`src/rtl/pptc_pkg.sv`:
```
// constants for the power pwm time-base control block
// assumes a 32-bit apb master and one 100 MHz system clock
// How it works
// - module-enable bit 15 runs or stops the whole pwm time base
// - idle-stop bit 13 halts the time base while the cpu idles
// - special-event pending bit 12 reads 1 while that interrupt waits
// - special-event irq enable bit 11 gates the special-event interrupt
// - immediate-update bit 10 copies period at once, else at rollover
// - sync-in polarity bit 9 makes the sync input active low
// - sync-out enable bit 8 drives the sync output pin
// - external-sync enable bit 7 lets the selected source restart the base
// - source select 000 picks the sync pin; other codes are reserved
// - postscale field divides special-event triggers by value plus one
// - period register keeps bits 15-3; bits 2-0 read zero
// - compare register keeps bits 15-3; match raises a special event
// - fault pending bit 15 clears when fault enable is written zero
// - current-limit pending bit 14 clears when its enable is written zero
// - trigger pending bit 13 clears when its enable is written zero
// - fault enable bit 12 allows fault requests, else holds pending clear
// - master-duty select makes a generator use the master duty value
package pptc_pkg;
	localparam logic [7:0] OFS_TBCTL = 8'h00;
	localparam logic [7:0] OFS_PER = 8'h04;
	localparam logic [7:0] OFS_SEVCMP = 8'h08;
	localparam logic [7:0] OFS_MDC = 8'h0C;
	localparam logic [7:0] OFS_GEN0 = 8'h10;
	localparam int TB_EN = 15;
	localparam int TB_IDLE = 13;
	localparam int TB_SEPEND = 12;
	localparam int TB_SPECIAL_EVENT_IRQ_ENABLE = 11;
	localparam int TB_IMMEDIATE_PERIOD_UPDATE = 10;
	localparam int TB_SPOL = 9;
	localparam int TB_SOEN = 8;
	localparam int TB_SYEN = 7;
	localparam int TB_SRC = 4;
	localparam int TB_PS = 0;
	localparam logic [2:0] SRC_PIN = 3'h0;
	localparam logic [15:0] TB_WMASK = 16'hAFFF;
	localparam logic [15:0] LOW3_MASK = 16'hFFF8;
	localparam int GC_FPEND = 15;
	localparam int GC_IEN = 10;
	localparam int GC_MASTER_DUTY_SELECT = 8;
	localparam logic [15:0] GC_WMASK = 16'h1FC3;
	localparam logic [15:0] RST_VAL = 16'h0000;
	localparam int MAX_GEN = 8;
endpackage

```
`src/rtl/pptc_gen_if.sv`:
```
// per-generator carrier between the top and its status keeper
// assumes one instance per generator, all on clk_sys
interface pptc_gen_if;
	logic [2:0] evt;
	logic [2:0] ien;
	logic ien_wr;
	logic [2:0] pend;
	logic irq;
	modport top (output evt, output ien, output ien_wr, input pend, input irq);
	modport gen (input evt, input ien, input ien_wr, output pend, output irq);
endinterface

```
`src/rtl/pptc_postscaler.sv`:
```
// event postscaler: one tick per ratio+1 input events
// assumes evt is a one-cycle pulse and clr holds the count at zero
module pptc_postscaler #(
	parameter int W = 4
) (
	input wire logic clk_sys,
	input wire logic arst_n,
	input wire logic clr,
	input wire logic evt,
	input wire logic [W-1:0] ratio,
	output logic tick_ff
);
	logic [W-1:0] cnt_ff;

	// count events; ratio changes take effect on the next match
	always_ff @(posedge clk_sys or negedge arst_n)
	begin
		if (!arst_n)
		begin
			cnt_ff <= '0;
			tick_ff <= 1'b0;
		end
		else if (clr)
		begin
			cnt_ff <= '0;
			tick_ff <= 1'b0;
		end
		else
		begin
			tick_ff <= 1'b0;
			if (evt)
			begin
				if (cnt_ff >= ratio)
				begin
					cnt_ff <= '0;
					tick_ff <= 1'b1;
				end
				else
					cnt_ff <= cnt_ff + 1'b1;
			end
		end
	end
endmodule

```
`src/rtl/pptc_gen_status.sv`:
```
// fault, current-limit and trigger pending bits of one generator
// assumes ien holds the enable bits, already the new ones in the cycle that
// ien_wr pulses for a register write
module pptc_gen_status (
	input wire logic clk_sys,
	input wire logic arst_n,
	pptc_gen_if.gen g
);
	logic [2:0] pend_ff;
	logic [2:0] nxt_pend;
	logic irq_ff;

	// a write with an enable at zero clears; an event still enabled wins
	always_comb
	begin
		nxt_pend = pend_ff;
		if (g.ien_wr)
			nxt_pend = pend_ff & g.ien;
		nxt_pend = nxt_pend | (g.evt & g.ien);
	end

	always_ff @(posedge clk_sys or negedge arst_n)
	begin
		if (!arst_n)
		begin
			pend_ff <= 3'h0;
			irq_ff <= 1'b0;
		end
		else
		begin
			pend_ff <= nxt_pend;
			irq_ff <= |nxt_pend;
		end
	end

	assign g.pend = pend_ff;
	assign g.irq = irq_ff;
endmodule

```
`src/rtl/pptc_top.sv`:
```
// power pwm time base, special event and generator status registers
// behind an apb slave port that answers without wait states
// assumes an apb master on clk_sys; event inputs are one-cycle pulses
// assumes software leaves the sync source at the pin code
module pptc_top
	import pptc_pkg::*;
#(
	parameter int N_GEN = 4
) (
	input wire logic clk_sys,
	input wire logic arst_n,
	input wire logic psel,
	input wire logic penable,
	input wire logic pwrite,
	input wire logic [7:0] paddr,
	input wire logic [31:0] pwdata,
	output logic [31:0] prdata,
	output logic pready,
	output logic pslverr,
	input wire logic cpu_idle,
	input wire logic sync_input_pin,
	input wire logic [N_GEN-1:0] fault_evt,
	input wire logic [N_GEN-1:0] current_limit_evt,
	input wire logic [N_GEN-1:0] trigger_evt,
	input wire logic [N_GEN-1:0][15:0] gen_own_duty,
	output logic [N_GEN-1:0][15:0] gen_duty,
	output logic [N_GEN-1:0] gen_irq,
	output logic [15:0] primary_timebase_counter,
	output logic sync_output_pin,
	output logic sync_output_oe,
	output logic special_event_trigger,
	output logic special_event_irq
);
	// a generator index must fit the address map
	if (N_GEN < 1 || N_GEN > MAX_GEN)
		$error("N_GEN out of range");

	logic [15:0] tbctl_ff;
	logic [15:0] per_ff;
	logic [15:0] act_per_ff;
	logic [15:0] sevcmp_ff;
	logic [15:0] mdc_ff;
	logic [N_GEN-1:0][15:0] gctl_ff;
	logic [15:0] cnt_ff;
	logic sepend_ff;
	logic seirq_ff;
	logic sync_prev_ff;
	logic sync_out_ff;
	logic sync_oe_ff;
	logic [N_GEN-1:0][15:0] duty_ff;
	logic [31:0] rdata_ff;
	logic ready_ff;
	logic err_ff;
	logic [15:0] nxt_rd;
	logic nxt_err;
	logic wr_en;
	logic setup;
	logic run;
	logic sync_lvl;
	logic sync_hit;
	logic roll;
	logic sev_match;
	logic se_tick;
	logic [N_GEN-1:0] gen_sel;
	logic [N_GEN-1:0][2:0] gen_pend;
	logic [N_GEN-1:0] gen_irq_w;
	logic wr_tbctl;
	logic wr_per;
	logic wr_sevcmp;
	logic wr_mdc;
	logic sepend_clr;
	logic src_pin_sel;
	logic [N_GEN-1:0][2:0] gen_ien;

	pptc_gen_if gif [N_GEN] ();

	// apb: setup phase decodes, access phase completes with one wait-free cycle
	assign setup = psel && !penable;
	assign wr_en = psel && penable && ready_ff && pwrite && !err_ff;

	// one strobe per register, so the write paths share a single decode
	assign wr_tbctl = wr_en && paddr == OFS_TBCTL;
	assign wr_per = wr_en && paddr == OFS_PER;
	assign wr_sevcmp = wr_en && paddr == OFS_SEVCMP;
	assign wr_mdc = wr_en && paddr == OFS_MDC;

	// a zero written to the pending bit clears it, a one is ignored
	assign sepend_clr = wr_tbctl && !pwdata[TB_SEPEND];

	always_comb
	begin
		gen_sel = '0;
		for (int i = 0; i < N_GEN; i++)
			gen_sel[i] = (paddr == OFS_GEN0 + 8'(4 * i));
	end

	// read mux and unmapped-address detection
	always_comb
	begin
		nxt_rd = 16'h0000;
		nxt_err = 1'b0;
		unique case (paddr)
			OFS_TBCTL:
				nxt_rd = {tbctl_ff[15:13], sepend_ff, tbctl_ff[11:0]};
			OFS_PER:
				nxt_rd = per_ff & LOW3_MASK;
			OFS_SEVCMP:
				nxt_rd = sevcmp_ff & LOW3_MASK;
			OFS_MDC:
				nxt_rd = mdc_ff;
			default:
			begin
				nxt_err = ~|gen_sel;
				for (int i = 0; i < N_GEN; i++)
					if (gen_sel[i])
						nxt_rd = gctl_ff[i] | {gen_pend[i], 13'h0000};
			end
		endcase
	end

	// answer registered so every bus output comes from a flip-flop
	always_ff @(posedge clk_sys or negedge arst_n)
	begin
		if (!arst_n)
		begin
			rdata_ff <= 32'h00000000;
			ready_ff <= 1'b0;
			err_ff <= 1'b0;
		end
		else
		begin
			ready_ff <= setup;
			if (setup)
			begin
				rdata_ff <= pwrite ? 32'h00000000 : {16'h0000, nxt_rd};
				err_ff <= nxt_err;
			end
			else
			begin
				err_ff <= 1'b0;
			end
		end
	end

	// time-base control; the pending bit is kept apart since hardware sets it
	always_ff @(posedge clk_sys or negedge arst_n)
	begin
		if (!arst_n)
			tbctl_ff <= RST_VAL;
		else if (wr_tbctl)
			tbctl_ff <= pwdata[15:0] & TB_WMASK;
	end

	// period, compare and master duty storage
	always_ff @(posedge clk_sys or negedge arst_n)
	begin
		if (!arst_n)
		begin
			per_ff <= RST_VAL;
			sevcmp_ff <= RST_VAL;
			mdc_ff <= RST_VAL;
		end
		else
		begin
			if (wr_per)
				per_ff <= pwdata[15:0] & LOW3_MASK;
			if (wr_sevcmp)
				sevcmp_ff <= pwdata[15:0] & LOW3_MASK;
			if (wr_mdc)
				mdc_ff <= pwdata[15:0]; // out-of-range values are software's concern
		end
	end

	// generator control: status bits are never written by software
	always_ff @(posedge clk_sys or negedge arst_n)
	begin
		if (!arst_n)
			gctl_ff <= '0;
		else
			for (int i = 0; i < N_GEN; i++)
				if (wr_en && gen_sel[i])
					gctl_ff[i] <= pwdata[15:0] & GC_WMASK;
	end

	// run condition and external sync detection
	assign run = tbctl_ff[TB_EN] && !(cpu_idle && tbctl_ff[TB_IDLE]);
	assign sync_lvl = sync_input_pin ^ tbctl_ff[TB_SPOL];

	// reserved source codes select nothing, so only the pin code can sync
	assign src_pin_sel = tbctl_ff[TB_SRC+:3] == SRC_PIN;
	assign sync_hit = tbctl_ff[TB_SYEN] && src_pin_sel && sync_lvl && !sync_prev_ff;
	assign roll = run && (sync_hit || cnt_ff >= act_per_ff);
	assign sev_match = run && cnt_ff == sevcmp_ff;

	// sync level history for edge detection
	always_ff @(posedge clk_sys or negedge arst_n)
	begin
		if (!arst_n)
			sync_prev_ff <= 1'b0;
		else
			sync_prev_ff <= sync_lvl;
	end

	// primary time base counter; held at zero while disabled
	// spans 0..active period, so the period value is the last count shown
	// idle stop freezes it in place rather than clearing it
	always_ff @(posedge clk_sys or negedge arst_n)
	begin
		if (!arst_n)
			cnt_ff <= 16'h0000;
		else if (!tbctl_ff[TB_EN])
			cnt_ff <= 16'h0000;
		else if (roll)
			cnt_ff <= 16'h0000;
		else if (run)
			cnt_ff <= cnt_ff + 16'h0001;
	end

	// active period: immediate copy or deferred to rollover, avoiding a
	// mid-period shrink that could skip the restart point
	always_ff @(posedge clk_sys or negedge arst_n)
	begin
		if (!arst_n)
			act_per_ff <= RST_VAL;
		else if (tbctl_ff[TB_IMMEDIATE_PERIOD_UPDATE] || !tbctl_ff[TB_EN] || roll)
			act_per_ff <= per_ff;
	end

	// special event postscaler
	pptc_postscaler #(
		.W(4)
	) u_ps (
		.clk_sys(clk_sys),
		.arst_n(arst_n),
		.clr(!tbctl_ff[TB_EN]),
		.evt(sev_match),
		.ratio(tbctl_ff[TB_PS+:4]),
		.tick_ff(se_tick)
	);

	// special event pending: set on enabled trigger, cleared by writing zero;
	// a trigger in the clearing cycle keeps it set
	always_ff @(posedge clk_sys or negedge arst_n)
	begin
		if (!arst_n)
			sepend_ff <= 1'b0;
		else if (se_tick && tbctl_ff[TB_SPECIAL_EVENT_IRQ_ENABLE])
			sepend_ff <= 1'b1;
		else if (sepend_clr)
			sepend_ff <= 1'b0;
	end

	// special event interrupt request, blocked by the enable bit
	always_ff @(posedge clk_sys or negedge arst_n)
	begin
		if (!arst_n)
			seirq_ff <= 1'b0;
		else
			seirq_ff <= sepend_ff && tbctl_ff[TB_SPECIAL_EVENT_IRQ_ENABLE];
	end

	// sync output: one pulse per rollover while enabled
	always_ff @(posedge clk_sys or negedge arst_n)
	begin
		if (!arst_n)
		begin
			sync_out_ff <= 1'b0;
			sync_oe_ff <= 1'b0;
		end
		else
		begin
			sync_out_ff <= tbctl_ff[TB_SOEN] && roll;
			sync_oe_ff <= tbctl_ff[TB_SOEN];
		end
	end

	// enable bits as the status keepers see them: during a write the new
	// value counts, so an enable written to zero clears its pending bit at
	// that very edge and no event of the same cycle can set it again
	always_comb
	begin
		gen_ien = '0;
		for (int i = 0; i < N_GEN; i++)
			if (wr_en && gen_sel[i])
				gen_ien[i] = pwdata[GC_IEN+:3];
			else
				gen_ien[i] = gctl_ff[i][GC_IEN+:3];
	end

	// per-generator status keepers
	for (genvar i = 0; i < N_GEN; i++)
	begin : g_gen
		assign gif[i].evt = {fault_evt[i], current_limit_evt[i], trigger_evt[i]};
		assign gif[i].ien = gen_ien[i];
		assign gif[i].ien_wr = wr_en && gen_sel[i];
		assign gen_pend[i] = gif[i].pend;
		assign gen_irq_w[i] = gif[i].irq;
		pptc_gen_status u_gs (
			.clk_sys(clk_sys),
			.arst_n(arst_n),
			.g(gif[i].gen)
		);
	end

	// duty source choice per generator
	always_ff @(posedge clk_sys or negedge arst_n)
	begin
		if (!arst_n)
			duty_ff <= '0;
		else
			for (int i = 0; i < N_GEN; i++)
				duty_ff[i] <= gctl_ff[i][GC_MASTER_DUTY_SELECT] ? mdc_ff : gen_own_duty[i];
	end

	assign prdata = rdata_ff;
	assign pready = ready_ff;
	assign pslverr = err_ff;
	assign gen_duty = duty_ff;
	assign gen_irq = gen_irq_w;
	assign primary_timebase_counter = cnt_ff;
	assign sync_output_pin = sync_out_ff;
	assign sync_output_oe = sync_oe_ff;
	assign special_event_trigger = se_tick;
	assign special_event_irq = seirq_ff;
endmodule

```
`config.mk`:
```
export PLATFORM = sky130hd
export DESIGN_NAME = pptc_top
export DESIGN_NICKNAME = d
export VERILOG_FILES = /design/src/rtl/pptc_pkg.sv /design/src/rtl/pptc_gen_if.sv /design/src/rtl/pptc_postscaler.sv /design/src/rtl/pptc_gen_status.sv /design/src/rtl/pptc_top.sv
export SDC_FILE = /design/constraint.sdc
export NUM_CORES = 1
export LEC_CHECK = 0
export BUFFER_PORTS_ARGS = -buffer_cell sky130_fd_sc_hd__buf_2
export CORE_ASPECT_RATIO = 0.9
export CORE_MARGIN = 4
export CORE_UTILIZATION = 30
export CTS_BUF_LIST = sky130_fd_sc_hd__clkbuf_8
export DETAILED_ROUTE_END_ITERATION = 16
export PLACE_DENSITY_LB_ADDON = 0.08
export SYNTH_ARGS = -nofsm -noshare
export SYNTH_HDL_FRONTEND = slang
export SYNTH_HIERARCHICAL = 1
export SYNTH_SLANG_ARGS = --single-unit
```
`constraint.sdc`:
```
create_clock -name clk_sys -period 6 [get_ports clk_sys]
set_input_delay 1.8 -clock clk_sys [delete_from_list [all_inputs] [get_ports clk_sys]]
set_output_delay 1.8 -clock clk_sys [all_outputs]
set_load 0.02 [all_outputs]
```
Word-level counts from Yosys, hierarchy flattened --
Cells that the tools add are included.
Cells by class: bitwise gates (word level) 17, add/subtract/negate cells 2, $lt $le $gt $ge 2, mux-type cells 31, reduce and logical (&&, ||, !) cells 43, equality and inequality tests 10
Operators with widths (count):
- $mux 16 | 12
- $or 13x16->16 | 4
- $pmux 16 s4 | 1
- $eq 8x5->1 const B | 4
- $and 3x3->3 | 8
- $logic_and 1x1->1 | 24
- $mux 3 | 8
- $add 16x1->16 const B | 1
- $eq 16x16->1 | 1
- $eq 8x4->1 const B | 2
- $ge 16x16->1 | 1
- $mux 4 | 3
- $or 3x3->3 | 4
- $reduce_or 3->1 | 4
- $eq 8x3->1 const B | 1
- $logic_not 8->1 | 1
- $reduce_or 4->1 | 2
- $logic_not 1->1 | 7
- $mux 1 | 7
- $add 4x1->4 const B | 1
- $ge 4x4->1 | 1
- $logic_not 3->1 | 1
- $logic_or 1x1->1 | 3
- $ne 3x1->1 const B | 1
- 3 further kinds | 3
Word-level totals: register bits after elaboration 245, output and inout port bits 122, logic and storage cells 137, input port bits 123

Logic depth before layout (Yosys ltp) --
word-level depth 10, mapped depth 9, depth with buffers taken out 8

Modules after synthesis --
The synthesis kept the hierarchy.
Modules (own cells, without submodules):
- pptc_top | instances 1, cells each 746, sequential area each 5205.0 sq um, area each 9788.1 sq um
- pptc_gen_status | instances 4, cells each 14, sequential area each 100.1 sq um, area each 147.6 sq um
- pptc_postscaler | instances 1, cells each 36, sequential area each 125.1 sq um, area each 367.9 sq um

Worst setup path after synthesis --
Ideal clock, no wire load.
kind input to register, start in paddr[2], end reg g_gen[3].u_gs.irq_ff, required time 5.869 ns, buffers on the path 2, setup slack 2.032 ns, stages on the path 9, data arrival time 3.837 ns, setup time 0.131 ns, path through buf_4 -> inv_2 -> or3_1 -> buf_2 -> nor3_4 -> mux2_4 -> o21ai_1 -> o21ai_1 -> or3_1
On the way: longest elaborated chain between the ends 7, elaborated cells between the ends (all ways) 8, classes of those cells 1 x eq/ne; 2 x mux; 3 x bitwise; 2 x reduce/logical
RTL lines:
- start: declaration | RTL line pptc_top.sv:15 | input wire logic [7:0] paddr,
- $eq 8x5->1 * | RTL line pptc_top.sv:94 | gen_sel[i] = (paddr == OFS_GEN0 + 8'(4 * i));
- $logic_and 1x1->1 * | RTL line pptc_top.sv:295 | assign gif[i].ien_wr = wr_en && gen_sel[i];
- named net gif[3].ien_wr | RTL line pptc_gen_if.sv:6 | logic ien_wr;
- $mux 3 * | RTL line pptc_top.sv:284 | if (wr_en && gen_sel[i])
- named net gif[3].ien[0] | RTL line pptc_gen_if.sv:5 | logic [2:0] ien;
- $and 3x3->3 | RTL line pptc_gen_status.sv:18 | nxt_pend = pend_ff & g.ien;
- $mux 3 | RTL line pptc_gen_status.sv:17 | if (g.ien_wr)
- $or 3x3->3 * | RTL line pptc_gen_status.sv:19 | nxt_pend = nxt_pend | (g.evt & g.ien);
- named net g_gen[3].u_gs.nxt_pend[0] | RTL line pptc_gen_status.sv:10 | logic [2:0] nxt_pend;
- $reduce_or 3->1 * | RTL line pptc_gen_status.sv:32 | irq_ff <= |nxt_pend;
- end signal: assignment | RTL line pptc_gen_status.sv:32
- end: declaration | RTL line pptc_gen_status.sv:11 | logic irq_ff;
The timed path passes the listed nets; every way through them passes the cells marked *. A chain may end at the register's enable or synchronous reset.

Worst setup path after layout --
start in paddr[5], end reg g_gen[2].u_gs.irq_ff
On the way: longest elaborated chain between the ends 7, elaborated cells between the ends (all ways) 8, classes of those cells 1 x eq/ne; 2 x mux; 3 x bitwise; 2 x reduce/logical
RTL lines (RTL line):
- $eq 8x5->1 * | pptc_top.sv:94
- $logic_and 1x1->1 * | pptc_top.sv:284
- $mux 3 * | pptc_top.sv:284
- named net gif[2].ien[1] | pptc_gen_if.sv:5
- $and 3x3->3 | pptc_gen_status.sv:18
- $mux 3 | pptc_gen_status.sv:17
- $or 3x3->3 * | pptc_gen_status.sv:19
- named net g_gen[2].u_gs.nxt_pend[1] | pptc_gen_status.sv:10
- $reduce_or 3->1 * | pptc_gen_status.sv:32
- end signal: assignment | pptc_gen_status.sv:32
- end: declaration | pptc_gen_status.sv:11
Marks and branches as above.

==> flow_summary.toml <==
[drt]
vias_per_cell = 4.90
dr.pass1.iters = 5
top_layer = "met4"
drt-total-wl_um = 33300
vias = 7646
drt_iter0_markers = 342
drt-wirelength-per-cell_um = 21.4
routed-wl-met3_um = 1790
drc = 0
dr_wl_met2_um = 14900
antenna_left = 0
met1_length_um = 15900

[clocking]
clock-root-buffer = "clkbuf_8"
cts_buffer_depth = 3
numCtsBuffers = 42
h-tree-depth = 2
clk_pin_slew_ns = 0.06
cts.sinks = 229
cts_tree = "done"
cts.repair.resized = 0
insertion_delay_ns = 0.57
post_cts_buffers = 0
cts_hold_buf = 0

[global_routing]
grt-ovfl-total = 0
track_usage_pct = 16.8
grt_pass1_vias = 8094
antenna_found_initial = 0
grt_max_degree = 109
grt_pass1_wl_um = 51000

[worst_setup_path]
worst_ep_arrival_time_ns = 4.46
worstSetupPathType = "input pin to register"
rrSetupSlack_ns = 3.18
cpLargestDelayFamily = "simple AND/OR/NAND/NOR gates"
startpoint_type = "input pin"
cp_common_cell = "o21ai_1"
cp_max_fo = 12
startpoint = "paddr[5]"
end_kind = "register"
crit_chain = "buf_2 -> nor3_1 -> and2_0 -> nand4_1 -> buf_4 -> mux2_2 -> o21ai_1 -> o21ai_1 -> or3_1"
reg2reg_depth = 8
cp_slowest_stage_delay_ns = 0.78
path_depth = 9
worstPathRequired_ns = 6.43
path_buf_inv = 2
rr_startpoint = "pslverr"
crit_slowest_cell = "and2_0"

[floorplan]
die_x_um = 208
core-area_um2 = 35200
num_io_pins = 245
start_util_pct = 30.5
rows = 65
dieArea_um2 = 38900
die_h_um = 188

[finish]
finalInstanceArea_um2 = 13100
antenna_cells = 0
multi_input_area_um2 = 4600
seq_area_um2 = 5730
drive_above_1_share_pct = 38.8
area.growth.synth_to_final_pct = 21.6
stdcell_count = 1559
nets = 1206
fillers = 3508

[pwr]
ir_drop_v = 0.000143
leakage_nw = 6.25
power.total_mw = 3.26
cellPowerDensity_nw_per_um2 = 249

[sta]
hold_viol_final = 0
tns_ns = 0
rsz0062_at_grt = "false"
setup_slack_ns = 1.96
drv_slew = 0
fmax_mhz = 248
tightest_slew_ns = 1.08
slew_headroom_pct = 27.8
fin_crit_sh_pct = 67.3
finalSetupViolCount = 0
fin_crit_ns = 4.04
finClkSkew_ns = 0.0270

[logic_synthesis]
yosysSeqAreaShare_pct = 53.3
synth_top_family_by_area = "multiplexers"
synth_top_flop_cell = "dfrtp_1"
syn_area_per_cell_um2 = 12.8
synth-edff-count = 0
async_flop_share_pct = 100
synth-simple-area-share_pct = 7.91
ys_types = 65
synth_common_cells = "dfrtp_1, mux2_2, mux2_1"
muxShareOfSynthArea_pct = 21.6
yosysWarnings = 6
ys_ff_latch = 229
synth_top_area_share_pct = 53.3
synth_top_area_cell = "dfrtp_1"
syn_area_um2 = 10700
synth_cells = 838
ys_top_cells_by_area = "dfrtp_1, mux2_2, mux2_1, mux4_2, ha_1"
yosys.area_share.adder_pct = 2.33
synth_xor_area_share_pct = 1.22
synth_compound_area_share_pct = 9.00
synth_most_common_cell = "dfrtp_1"

[worst_hold_path]
worstHoldPathCells = 2
hold_path_class = "register to register"
worstHoldStart = "prdata[2]"

[placement]
placed_cell_area_um2 = 12300
dp_cells = 1488
place_congestion = 0.767
pre_cts_ws_ns = 1.37
hpwl_um = 23700
port-buffer-count = 212

[run_status]
outcome = "finished clean"

[run]
cap_violations = 0
cell families (layout without fill, tap and decap cells):
kind of cell | Yosys count | in the layout
AOI/OAI and AO/OA | 140 | 140
xor gates and xnor gates | 15 | 15
other | 1 | 16
adders and majority gates | 20 | 20
buffers and inverters | 100 | 337
and+or+nand+nor | 150 | 150
DFF | 229 | 229
muxes | 183 | 183
power breakdown:
part	switching, mW	internal [mW]
sequential	0.00975	1.57
clock	0.673	0.790
combinational	0.139	0.0745
total	0.822	2.44
registers in the layout (all words and copies together), names as in the netlist, 4 cells and up:
register                  cells
mdc_ff                       16
gctl_ff                      36
act_per_ff                   13
per_ff                       13
u_ps/cnt_ff                   4
g_gen.u_gs/g.irq              4
gen_duty                     64
g_gen.u_gs/g.pend            12
tbctl_ff                     14
prdata                       16
primary_timebase_counter     16
sevcmp_ff                    13
final timing paths:
check / endpoint
max in group asynchronous: mdc_ff[7]
worst max register to register: g_gen[1].u_gs/g.irq
worst min register to register: prdata[2]
min in group asynchronous: gen_duty[15]
worst min-delay path: prdata[2]
worst max-delay path: g_gen[2].u_gs/g.irq
worst min-delay path, cell delays in order, from the launching register on:
cell	delay, ns
dfrtp_1	0.33
nand2_1	0.05
o41ai_1	0.05
routing by layer:
metal / vias up / GRT usage (%)
met5: - / 0
met3: 51 / 3.46
met1: 3869 / 24.2
li1: 3515 / -
met2: 211 / 25.8
met4: 0 / 4.75
cell usage in the layout (no fill, tap or decap), types with 18 or more instances in the layout:
cell,synthesis,routed
a31oi_1,20,20
buf_2,7,211
clkbuf_8,0,53
dfrtp_1,229,229
ha_1,20,20
inv_1,40,53
mux2_1,54,54
mux2_2,94,94
mux4_2,21,21
nand2_1,47,47
o21ai_0,18,18
o21ai_1,20,20
per-stage QoR:
step / hold slack (ns) / util, %
2_1_floorplan: 0.386 / -
3_3_place_gp: 0.461 / 34.8
3_5_place_dp: 0.455 / 34.8
4_1_cts: 0.469 / 37.1
5_1_grt: 0.494 / 37.1
6_report: 0.463 / 37.1
layout make-up:
| type | instances | share of cell area (%) |
|---|---|---|
| multi-input cells | 524 | 35.2 |
| well taps | 469 | 4.49 |
| clock buffers | 53 | 5.58 |
| repair buffers | 225 | 9.04 |
| flip-flops and latches | 229 | 43.9 |
| clock inverters | 18 | 0.632 |
| inverters | 41 | 1.18 |
No activity file was read; power rests on OpenSTA's default activity.
